### config.mk
export PLATFORM = sky130hd
export DESIGN_NAME = tt_timer_unit
export DESIGN_NICKNAME = d
export VERILOG_FILES = /design/src/core/tt_pkg.sv /design/src/core/tt_timer_unit.sv
export VERILOG_INCLUDE_DIRS = /design/src /design/src/core
export SDC_FILE = /design/constraint.sdc
export NUM_CORES = 1
export LEC_CHECK = 0
export ABC_CLOCK_PERIOD_IN_PS = 6500
export BUFFER_PORTS_ARGS = -buffer_cell sky130_fd_sc_hd__clkbuf_2
export CAP_MARGIN = 20
export CORE_ASPECT_RATIO = 0.5
export CORE_MARGIN = 2
export CORE_UTILIZATION = 44
export CTS_CLUSTER_DIAMETER = 80
export DETAILED_ROUTE_END_ITERATION = 8
export PLACE_DENSITY = 0.64
export SYNTH_ARGS = -nofsm -noshare
export SYNTH_HDL_FRONTEND = slang
export SYNTH_SLANG_ARGS = --single-unit
### constraint.sdc
create_clock -name clk -period 6.5 [get_ports clk]
set_input_delay 0.325 -clock clk [delete_from_list [all_inputs] [get_ports clk]]
set_output_delay 0.325 -clock clk [all_outputs]
set_load 0.01 [all_outputs]
### src/core/tt_defines.svh
// register indices, field positions and reset values of the timer unit
//
// Behaviour
// - timers 0 and 1 are 8-bit down counters stepping once per selected tick
// - reading a count register gives the live count; writing sets reload
// - capture copies the count; a second register shows its ones-complement
// - run 1 preloads and starts, 0 stops; rewriting 1 ignored on timers 0/1
// - reload-disable 0 reloads after underflow, 1 does not
// - timer 0 capture source: 1 selects port0 pin0, 0 selects ir input
// - timer 1 capture source: 1 selects port0 pin1, 0 selects ir input
// - capture edge select: 0 rising edge, 1 falling edge
// - external clock edge select: 0 rising edge, 1 falling edge
// - timer 0 clock: 00 osc, 01 osc/2, 10 osc/4, 11 port0 pin7
// - timer 1 clock as timer 0 but 11 selects port0 pin6
// - timer 2 is 16-bit, count and reload through low and high bytes
// - timer 2 clock code 11 selects port0 pin5; timer 2 has no capture
// - timer 1 mirrors timer 0 with its own registers
// - underflow sets a sticky event flag until software clears it
// - interrupt request only when enable bit 3, 2 or 1 is set
// - ir capture source valid only while ir direction select is 1
`ifndef TT_DEFINES_SVH
`define TT_DEFINES_SVH

// ****************************************************************
// register indices (byte address is four times the index)
// ****************************************************************
`define TT_IDX_IRQ_EN      10'h0e2
`define TT_IDX_EVT         10'h0e3
`define TT_IDX_T2_LO       10'h0e5
`define TT_IDX_T2_HI       10'h0e6
`define TT_IDX_T2_CTL      10'h0e7
`define TT_IDX_T0_CNT      10'h0e8
`define TT_IDX_T0_CTL      10'h0e9
`define TT_IDX_T0_CAP      10'h0ea
`define TT_IDX_T0_CAPB     10'h0eb
`define TT_IDX_T1_CNT      10'h0ec
`define TT_IDX_T1_CTL      10'h0ed
`define TT_IDX_T1_CAP      10'h0ee
`define TT_IDX_T1_CAPB     10'h0ef
`define TT_IDX_IR_CTL      10'h0fa

// ****************************************************************
// control field positions
// ****************************************************************
`define TT_CTL_RUN         7
`define TT_CTL_RLD_DIS     6
`define TT_CTL_CLK_EDGE    5
`define TT_CTL_CAP_SRC     4
`define TT_CTL_CAP_EDGE    3
`define TT_CTL_SRC_HI      1
`define TT_CTL_SRC_LO      0
`define TT_CTL_WMASK       8'hfb
`define TT_IR_DIR_BIT      0
`define TT_IR_READ_BIT     7

// ****************************************************************
// pins, event bits, reset values
// ****************************************************************
`define TT_PIN_T0_CLK      7
`define TT_PIN_T1_CLK      6
`define TT_PIN_T2_CLK      5
`define TT_PIN_T0_CAP      0
`define TT_PIN_T1_CAP      1
`define TT_EVT_BIT_T0      3
`define TT_CTL_RESET       8'h00
`define TT_CNT_RESET       16'h0000
`define TT_BYTE_RESET      8'h00
`define TT_WORD_ZERO       32'h0000_0000
`define TT_SYNC_RESET      9'h1ff

`endif

### src/core/tt_pkg.sv
// types shared by the timer unit
package tt_pkg;
  // clock source codes of the control register
  typedef enum logic [1:0] {
    TT_SRC_OSC  = 2'b00,
    TT_SRC_DIV2 = 2'b01,
    TT_SRC_DIV4 = 2'b10,
    TT_SRC_PIN  = 2'b11
  } tt_clk_src_t;

  typedef logic [15:0] tt_count_t;
  typedef logic [7:0]  tt_byte_t;
endpackage

### src/core/tt_timer_unit.sv
// three down-counting timers, timers 0 and 1 with capture, reached over apb
//
// Local design decision: the APB slave port.
`timescale 1ns/1ps
`include "tt_defines.svh"

module tt_timer_unit #(
  parameter int NUM_TIMERS = 3,
  parameter int ADDR_W     = 12
) (
  input  wire logic              clk,
  input  wire logic              rst_b,
  input  wire logic [ADDR_W-1:0] paddr,
  input  wire logic              psel,
  input  wire logic              penable,
  input  wire logic              pwrite,
  input  wire logic [31:0]       pwdata,
  input  wire logic [3:0]        pstrb,
  output logic [31:0]            prdata,
  output logic                   pready,
  output logic                   pslverr,
  input  wire logic [7:0]        port0_pin,
  input  wire logic              ir_pin_input,
  output logic [2:0]             timer_irq
);
  import tt_pkg::*;

  // ****************************************************************
  // elaboration checks
  // ****************************************************************
  if (NUM_TIMERS != 3) begin : g_bad_count
    $error("timer unit is built for exactly three timers");
  end
  if (ADDR_W < 12) begin : g_bad_addr
    $error("address must reach the top register index");
  end

  // ****************************************************************
  // pin synchronisers
  // ****************************************************************
  logic [8:0] sync_a;
  logic [8:0] sync_b;
  logic [8:0] sync_c;
  logic [8:0] next_sync_a;
  logic [8:0] next_sync_b;
  logic [8:0] next_sync_c;
  logic [8:0] pin_rise;
  logic [8:0] pin_fall;

  // two flops then an edge flop
  always_comb begin
    next_sync_a = {ir_pin_input, port0_pin};
    next_sync_b = sync_a;
    next_sync_c = sync_b;
  end

  always_ff @(posedge clk or negedge rst_b) begin
    if (!rst_b) begin
      sync_a <= `TT_SYNC_RESET; // pulled-up idle, no false edge
      sync_b <= `TT_SYNC_RESET;
      sync_c <= `TT_SYNC_RESET;
    end else begin
      sync_a <= next_sync_a;
      sync_b <= next_sync_b;
      sync_c <= next_sync_c;
    end
  end

  // edges are taken only from the settled stages
  assign pin_rise = sync_b & ~sync_c;
  assign pin_fall = ~sync_b & sync_c;

  // ****************************************************************
  // shared prescaler and apb decode
  // ****************************************************************
  logic [1:0] div_cnt;
  logic [1:0] next_div_cnt;
  logic [9:0] idx;
  logic       wr_en;
  logic       ir_dir;
  logic       next_ir_dir;
  logic       ir_valid;

  // one free divider serves every timer; phases are shared by design
  always_comb begin
    next_div_cnt = div_cnt + 2'b01;
  end

  always_ff @(posedge clk or negedge rst_b) begin
    if (!rst_b) begin
      div_cnt <= 2'b00;
    end else begin
      div_cnt <= next_div_cnt;
    end
  end

  assign idx   = paddr[11:2];
  // writes land only at the edge where pready is sampled high
  assign wr_en = psel & penable & pready & pwrite & pstrb[0];

  // ir direction select, pin in input mode when set
  always_comb begin
    next_ir_dir = ir_dir;
    if (wr_en && idx == `TT_IDX_IR_CTL) begin
      next_ir_dir = pwdata[`TT_IR_DIR_BIT];
    end
  end

  always_ff @(posedge clk or negedge rst_b) begin
    if (!rst_b) begin
      ir_dir <= 1'b0;
    end else begin
      ir_dir <= next_ir_dir;
    end
  end

  // ir capture only in input mode
  assign ir_valid = ir_dir;

  // ****************************************************************
  // per-timer counters
  // ****************************************************************
  localparam logic [9:0] CTL_IDX [3] = '{`TT_IDX_T0_CTL,
                                         `TT_IDX_T1_CTL,
                                         `TT_IDX_T2_CTL};
  localparam logic [9:0] LO_IDX  [3] = '{`TT_IDX_T0_CNT,
                                         `TT_IDX_T1_CNT,
                                         `TT_IDX_T2_LO};
  localparam int         CLK_PIN [3] = '{`TT_PIN_T0_CLK,
                                         `TT_PIN_T1_CLK,
                                         `TT_PIN_T2_CLK};
  localparam int         CAP_PIN [2] = '{`TT_PIN_T0_CAP,
                                         `TT_PIN_T1_CAP};

  logic [2:0] underflow;

  for (genvar t = 0; t < 3; t++) begin : g_tmr
    tt_count_t count;
    tt_count_t reload;
    tt_byte_t  ctl;
    tt_count_t next_count;
    tt_count_t next_reload;
    tt_byte_t  next_ctl;
    logic      tick;
    logic      ext_edge;
    logic      uf;
    tt_byte_t  cap;

    assign ext_edge = ctl[`TT_CTL_CLK_EDGE] ? pin_fall[CLK_PIN[t]]
                                            : pin_rise[CLK_PIN[t]];

    always_comb begin
      next_count  = count;
      next_reload = reload;
      next_ctl    = ctl;
      uf          = 1'b0;
      case (tt_clk_src_t'(ctl[`TT_CTL_SRC_HI:`TT_CTL_SRC_LO]))
        TT_SRC_OSC: begin
          tick = 1'b1;
        end
        TT_SRC_DIV2: begin
          tick = div_cnt[0];
        end
        TT_SRC_DIV4: begin
          tick = &div_cnt;
        end
        default: begin
          tick = ext_edge;
        end
      endcase
      if (ctl[`TT_CTL_RUN] && tick) begin
        if (count == `TT_CNT_RESET) begin
          // underflow on the tick after zero
          uf = 1'b1;
          if (!ctl[`TT_CTL_RLD_DIS]) begin
            next_count = reload;
          end else begin
            next_ctl[`TT_CTL_RUN] = 1'b0;
          end
        end else begin
          next_count = count - 16'h0001;
        end
      end
      // count writes set the reload value only
      if (wr_en && idx == LO_IDX[t]) begin
        next_reload[7:0] = pwdata[7:0];
      end
      if (t == 2 && wr_en && idx == `TT_IDX_T2_HI) begin
        next_reload[15:8] = pwdata[7:0];
      end
      if (wr_en && idx == CTL_IDX[t]) begin
        next_ctl = pwdata[7:0] & `TT_CTL_WMASK;
        // start preloads; restart ignored on 8-bit timers
        if (pwdata[`TT_CTL_RUN] && (!ctl[`TT_CTL_RUN] || t == 2)) begin
          next_count = reload;
        end
      end
    end

    // stopped, reload on, undivided clock after reset
    always_ff @(posedge clk or negedge rst_b) begin
      if (!rst_b) begin
        count  <= `TT_CNT_RESET;
        reload <= `TT_CNT_RESET;
        ctl    <= `TT_CTL_RESET;
      end else begin
        count  <= next_count;
        reload <= next_reload;
        ctl    <= next_ctl;
      end
    end

    assign underflow[t] = uf;

    if (t < 2) begin : g_cap
      tt_byte_t next_cap;
      logic     src;
      logic     trig;

      assign src = ctl[`TT_CTL_CAP_SRC];
      always_comb begin
        if (src) begin
          trig = ctl[`TT_CTL_CAP_EDGE] ? pin_fall[CAP_PIN[t]]
                                       : pin_rise[CAP_PIN[t]];
        end else begin
          trig = ir_valid & (ctl[`TT_CTL_CAP_EDGE] ? pin_fall[8]
                                                   : pin_rise[8]);
        end
        next_cap = cap;
        // copy live count on a trigger
        if (trig) begin
          next_cap = count[7:0];
        end
      end

      always_ff @(posedge clk or negedge rst_b) begin
        if (!rst_b) begin
          cap <= `TT_BYTE_RESET;
        end else begin
          cap <= next_cap;
        end
      end
    end else begin : g_nocap
      assign cap = `TT_BYTE_RESET;
    end
  end

  // ****************************************************************
  // event flags and interrupt requests
  // ****************************************************************
  logic [2:0] evt;
  logic [2:0] irq_en;
  logic [2:0] next_evt;
  logic [2:0] next_irq_en;
  logic [2:0] next_timer_irq;

  always_comb begin
    next_evt    = evt;
    next_irq_en = irq_en;
    if (wr_en && idx == `TT_IDX_IRQ_EN) begin
      next_irq_en = pwdata[`TT_EVT_BIT_T0 -: 3];
    end
    // writing 0 to a flag clears it
    if (wr_en && idx == `TT_IDX_EVT) begin
      next_evt = evt & pwdata[`TT_EVT_BIT_T0 -: 3];
    end
    // sticky flag, set wins over clear
    next_evt = next_evt | {underflow[0], underflow[1], underflow[2]};
    // gate each flag by its enable
    next_timer_irq = next_evt & next_irq_en;
  end

  always_ff @(posedge clk or negedge rst_b) begin
    if (!rst_b) begin
      evt       <= 3'b000;
      irq_en    <= 3'b000;
      timer_irq <= 3'b000;
    end else begin
      evt       <= next_evt;
      irq_en    <= next_irq_en;
      timer_irq <= next_timer_irq;
    end
  end

  // ****************************************************************
  // apb answer
  // ****************************************************************
  logic [31:0] next_prdata;
  logic        next_pready;
  logic        next_pslverr;
  logic [7:0]  rd;
  logic        hit;

  // read mux; write-only registers read as zero
  always_comb begin
    rd  = `TT_BYTE_RESET;
    hit = 1'b1;
    case (idx)
      `TT_IDX_IRQ_EN, `TT_IDX_T0_CTL, `TT_IDX_T1_CTL,
      `TT_IDX_T2_CTL: begin
        rd = `TT_BYTE_RESET;
      end
      `TT_IDX_EVT: begin
        rd[`TT_EVT_BIT_T0 -: 3] = evt;
      end
      `TT_IDX_T2_LO: begin
        rd = g_tmr[2].count[7:0];
      end
      `TT_IDX_T2_HI: begin
        rd = g_tmr[2].count[15:8];
      end
      `TT_IDX_T0_CNT: begin
        rd = g_tmr[0].count[7:0];
      end
      `TT_IDX_T0_CAP: begin
        rd = g_tmr[0].cap;
      end
      `TT_IDX_T0_CAPB: begin
        rd = ~g_tmr[0].cap;
      end
      `TT_IDX_T1_CNT: begin
        rd = g_tmr[1].count[7:0];
      end
      `TT_IDX_T1_CAP: begin
        rd = g_tmr[1].cap;
      end
      `TT_IDX_T1_CAPB: begin
        rd = ~g_tmr[1].cap;
      end
      `TT_IDX_IR_CTL: begin
        rd[`TT_IR_READ_BIT] = sync_b[8];
      end
      default: begin
        hit = 1'b0;
      end
    endcase
    // one wait state keeps every apb output on a flop
    next_pready  = psel & penable & ~pready;
    next_prdata  = `TT_WORD_ZERO;
    next_pslverr = 1'b0;
    if (next_pready) begin
      next_prdata  = {24'h00_0000, rd};
      next_pslverr = ~hit;
    end
  end

  always_ff @(posedge clk or negedge rst_b) begin
    if (!rst_b) begin
      prdata  <= `TT_WORD_ZERO;
      pready  <= 1'b0;
      pslverr <= 1'b0;
    end else begin
      prdata  <= next_prdata;
      pready  <= next_pready;
      pslverr <= next_pslverr;
    end
  end

endmodule

==> reports/qor.yml, run 1 <==
logic_synthesis:
  synth_cell_types: 79
  synthFlopType: "dfrtp_1"
  yosys_warnings: 0
  synth_edf_count: 0
  yosysSeqAreaShare_pct: 48.1
  netlist_area_mm2: 0.00812
  synth-compound-area-share_pct: 13.1
  synth-seq-cells: 155
  synth_top_family_by_area: "simple AND/OR/NAND/NOR gates"
  netlist_instances: 779
  yosys.area_share.simple_pct: 19.5
  synthMuxAreaShare_pct: 10.6
  async_flop_share_pct: 100
  synthXorXnorAreaFrac_pct: 2.81
  synthAdderAreaFrac_pct: 1.08
  syn_area_per_cell_um2: 10.4
cts:
  cts_tree: "done"
  clock_sinks: 155
  cts.repair.resized: 0
  cts_max_level: 4
  clk_latency_ns: 0.43
  root_buffer: "clkbuf_16"
  cts_buffer_depth: 2
  clk_pin_slew_worst_paths_ns: 0.07
  numCtsBuffers: 17
setup_path:
  end_kind: "flop"
  crit_fanout: 10
  cp.required_ns: 6.81
  path_class: "reg -> reg"
  worstPathArrival_ns: 3.52
  startpoint: "div_cnt[0]"
  cp-start-kind: "flop"
  rr_startpoint: "div_cnt[0]"
timing:
  finalSetupViolCount: 0
  fin_setup_tns_ns: 0
  maxSlewViolCount: 0
  rsz0062_at_grt: "no"
  worst_slew_pin_slew_ns: 1.05
  min_period_ns: 3.22
  hold_viol_final: 2
  fmax_mhz: 311
  worst_slack_ns: 3.28
  maxSlewHeadroom_pct: 29.4
  whs_ns: -0.0100
  post-route-period-util_pct: 49.5
  finClkSkew_ns: 0.00884
layout:
  layout_commonest_cell: "dfrtp_1"
  final_cell_area_mm2: 0.00906
  area_growth_syn_to_layout_pct: 11.6
  nets: 887
  layout-drive-gt1-share_pct: 22.1
  n_antenna_cell: 0
  layout_common_cells: "dfrtp_1 (137), nor2_1 (66), mux2_2 (65)"
  utilization_pct: 49.7
outcome:
  outcome: "finished with violations"
  violations: "negative hold slack"
detailed_routing:
  vias_per_cell: 5.86
  wl_um: 21300
  drc: 0
  wl_per_cell_um: 19.9
  firstDrtPassIters: 7
  drt_iter0_drc: 480
  vias: 6262
  ant_nets: 0
min_path:
  hold_class: "in -> async"
global_route:
  grt_pass1_wl_um: 34100
  globalRouteOverflowTotal: 0
  grt_pass1_vias: 6052
  grt_use_total_pct: 22.9
  antenna_found_initial: 1
  grt_max_degree: 101
power_and_ir_drop:
  power_leakage_uw: 0.00391
  pwr_density_cell_mw_per_mm2: 287
  irDropWorstVdd_mv: 0.179
floorplan:
  fp.dieW_um: 196
  start_util_pct: 44.6
  row_count: 35
  die_h_um: 100
  dieArea_mm2: 0.0196
  coreArea_mm2: 0.0182
  boundaryPins: 99
placement:
  dp_hpwl_um: 14800
  place_ws_ns: 3.32
  gp_congestion: 0.915
  io_buffers: 42
  dpl_cell_area_mm2: 0.00841
flow_run:
  cap_violations: 0
[repair_timing]
item,in CTS,in global routing
endpoints found under the setup margin,0,0
buffers inserted,0,0
hold endpoints to repair,6,0
hold buffers,6,0
[per-layer routing]
| metal | track usage (%) | up-vias | routed length (µm) |
|---|---|---|---|
| li1 | - | 2902 | - |
| met1 | 33.6 | 3143 | 10400 |
| met2 | 34.6 | 189 | 9510 |
| met3 | 4.67 | 28 | 993 |
| met4 | 6.88 | 0 | 420 |
| met5 | 0 | - | 0 |
[metrics by stage]
step	total power, µW	instances
after CTS	2610	1069
after floorplan	1450	802
after detailed placement	1580	1033
after global routing	2710	1069
final	2600	1069
after global placement	1560	1033
[worst max-delay path, cell delays in order, from the launching register on]
cell and delay [ns]:
dfrtp_1 0.50, ha_1 0.35, nor2_1 0.08, a221o_1 0.39, nor2_1 0.58, nand2_1 0.28
o22ai_1 0.62, o2bb2a_1 0.30
[state kept, by name, summed over array words and instances (netlist names), 2 cells and up]
register      count
div_cnt           2
g_tmr.cap        16
g_tmr.reload     32
timer_irq         3
evt               3
sync_c            6
prdata            8
irq_en            3
next_sync_c       6
g_tmr.count      48
next_sync_b       6
g_tmr.ctl        19
[power by group]
group	total (µW)	internal (µW)	leakage, µW	switching (µW)
combinational	358	169	0.00172	189
clock	1020	604	0.000290	420
sequential	1220	1050	0.00189	169
[logic make-up (layout without fill, tap and decap cells)]
logic type,after synthesis,in the layout
simple gates,286,286
compound gates,157,157
flops,155,155
mux,78,78
buf+inv,69,96
xor+xnor,26,26
fa+ha+maj,7,7
other cells,1,24
[final timing paths]
path                                       to  slack (ns)  cells past startpoint
hold / removal             g_tmr[2].reload[0]       -0.01                      1
hold reg to reg                next_sync_c[1]        0.35                      0
setup reg to reg            g_tmr[1].count[3]        3.28                      7
max in group asynchronous     g_tmr[1].ctl[3]        5.24                      2
min in group clk                       pready        0.22                      3
setup / recovery            g_tmr[1].count[3]        3.28                      7
[final cells by class]
cell class                      instances  area, µm²
Clock buffer                           17        425
Clock inverter                         13        169
Sequential cell                       155       3900
Multi-Input combinational cell        578       3910
Tap cell                              240        300
Fill cell                            1654       9160
Timing Repair Buffer                   51        299
Inverter                               15       56.3
[synthesized netlist by cell type, types with 5 or more instances]
library cell  number  share of area, %
dfstp_2           18               5.8
buf_4             24               2.2
clkbuf_1          17              0.79
buf_2              6              0.37
a31oi_1            9              0.69
and3_1             9              0.69
nor2b_1            6              0.46
a221o_1            6              0.74
ha_1               7               1.1
nor2_1            66               3.1
dfrtp_1          137                42
nor4_1            16               1.2
o22ai_1            5              0.39
nor3b_1            9              0.83
mux2i_1           13               1.6
or4_1              6              0.55
nand3b_1           6              0.55
nand3_1           24               1.5
and4_1             5              0.54
mux2_2            65               9.0
nand2b_1           7              0.54
and2_1            10              0.77
a32oi_1            5              0.54
a22oi_1            5              0.46
nor3_1            22               1.4
o211ai_1           5              0.46
xor2_1            12               1.3
o21a_1             7              0.65
nand2_1           58               2.7
xnor2_1           14               1.5
a21oi_1           37               2.3
o21ai_0           31               1.9
inv_1             14              0.65
or3_1              6              0.46
No activity file was read; power rests on OpenSTA's default activity.
==> run 2, diff against run 1 <==
Settings changed: ABC_CLOCK_PERIOD_IN_PS 6500 to 3150.
Clock period 6.5 ns to 3.15 ns, I/O delays scaled along.
==> reports/qor.yml, run 2 (synthesized netlist as in run 1, its figures left out) <==
outcome:
  outcome: "complete, no violations"
floorplan:
  fp.dieW_um: 196
  row_count: 35
  coreArea_mm2: 0.0182
  dieArea_mm2: 0.0196
  die_h_um: 100
  boundaryPins: 99
  start_util_pct: 44.6
setup_path:
  cp.required_ns: 3.51
  startpoint: "div_cnt[0]"
  cp_num_buf_inv: 0
  path_class: "reg -> reg"
  path_cells: "ha_1, nor2_1, a221o_1, nor3_1, nand4b_1, xor2_1, o2bb2ai_1"
  end_kind: "flop"
  cp-start-kind: "flop"
  crit_fanout: 9
  rr_startpoint: "div_cnt[0]"
  crit_family: "simple AND/OR/NAND/NOR gates"
  critPathSlowestCell: "nor3_1"
  worstPathArrival_ns: 3.15
  critPathMaxStageDelay_ns: 0.88
placement:
  gp_congestion: 0.950
  dpl_cell_area_mm2: 0.00857
  io_buffers: 42
  place_ws_ns: 0.437
  dp_hpwl_um: 15200
detailed_routing:
  wl_per_cell_um: 19.5
  drc: 0
  ant_nets: 0
  drt_iter0_drc: 511
  vias: 6337
  wl_um: 21300
  firstDrtPassIters: 5
  vias_per_cell: 5.81
layout:
  top_register: "g_tmr.count"
  final_cell_area_mm2: 0.00919
  seq_area_mm2: 0.00390
  nFillCells: 1665
  layout_commonest_cell: "dfrtp_1"
  reg.largest.list: "g_tmr.count: 48 flops, g_tmr.reload: 32 flops, g_tmr.ctl: 19 flops"
  layout_common_cells: "dfrtp_1 (137), nor2_1 (66), mux2_2 (65)"
  largest_reg_flops: 48
  nets: 908
  layout-drive-gt1-share_pct: 24.0
  multiInputGateArea_mm2: 0.00391
  n_antenna_cell: 0
  area_growth_syn_to_layout_pct: 13.2
timing:
  worst_slack_ns: 0.363
  fin_setup_tns_ns: 0
  maxSlewViolCount: 0
  rsz0062_at_grt: "no"
  worst_slew_pin_slew_ns: 1.10
  maxSlewHeadroom_pct: 26.4
  fmax_mhz: 359
  finalSetupViolCount: 0
  finClkSkew_ns: 0.0149
  hold_viol_final: 0
  post-route-period-util_pct: 88.5
  min_period_ns: 2.79
  whs_ns: 0.0481
power_and_ir_drop:
  pwr_density_cell_mw_per_mm2: 567
  clockPowerShare_pct: 36.9
  seqPwrFrac_pct: 48.0
  pwr-share-comb_pct: 15.1
  swShare_pct: 31.5
  internal_power_uw: 3570
  power_leakage_uw: 0.00398
  irDropWorstVdd_mv: 0.425
  switchingPower_uw: 1640
  fin_total_pwr_uw: 5210
cts:
  clk_pin_slew_worst_paths_ns: 0.07
  cts.repair.resized: 0
  root_buffer: "clkbuf_16"
  clock_sinks: 155
  numCtsBuffers: 17
  cts_buffer_depth: 2
  clk_latency_ns: 0.44
  cts_max_level: 4
  cts_tree: "done"
global_route:
  antenna_found_initial: 1
  grt_use_total_pct: 22.8
  globalRouteOverflowTotal: 0
  grt_pass1_vias: 6109
  grt_pass1_wl_um: 33800
  grt_max_degree: 98
min_path:
  hp-start: "penable"
  hold_class: "in -> reg"
flow_run:
  cap_violations: 0
## run 2: worst paths after layout
| kind | endpoint | slack (ns) | depth (start not counted) |
|---|---|---|---|
| setup / recovery | g_tmr[1].count[7] | 0.36 | 7 |
| hold / removal | pready | 0.05 | 3 |
| setup reg to reg | g_tmr[1].count[7] | 0.36 | 7 |
| hold reg to reg | next_sync_c[6] | 0.36 | 0 |
| max in group asynchronous | g_tmr[0].count[1] | 1.96 | 3 |
| min in group asynchronous | g_tmr[2].reload[8] | 0.37 | 2 |
## run 2: layer usage
layer,up-vias,routed length (µm),GRT usage [%],share of wire (%)
met4,0,519,8.10,2.4
met1,3154,10100,32.3,48
li1,2939,-,-,-
met5,-,0,0,0
met2,206,9440,35.3,44
met3,38,1190,4.60,5.6
## run 2: layout make-up
cell class / count / area share (%)
Clock buffer: 18 / 4.78
Clock inverter: 13 / 1.17
Inverter: 15 / 0.613
Multi-Input combinational cell: 578 / 42.6
Sequential cell: 155 / 42.5
Tap cell: 240 / 3.27
Timing Repair Buffer: 72 / 5.13
## run 2: what timing repair did
action,4_1_cts,5_1_grt
endpoints found under the setup margin,0,0
hold endpoints to repair,85,0
setup buffers,0,0
hold buffers,7,0
## run 2: worst reg2reg max path: cells and delay by family, from the launching register on
kind / cells / cell delay [ns]
fa+ha+maj: 1 / 0.35
flops: 1 / 0.48
xor+xnor: 1 / 0.19
simple gates: 3 / 1.16
compound gates: 2 / 0.53
## run 2: power by group through the flow
stage,Clock [µW],Combinational [µW],Sequential (µW)
after floorplan,0,643,2340
after global placement,0,760,2520
after detailed placement,0,775,2520
after CTS,1960,783,2480
after global routing,2050,883,2520
final,1920,789,2500
## run 2: per-stage QoR
stage | util [%] | std cells
floorplan | - | 802
global placement | 47.0 | 1053
detailed placement | 47.0 | 1053
CTS | 50.4 | 1091
global route | 50.4 | 1091
finish | 50.4 | 1091
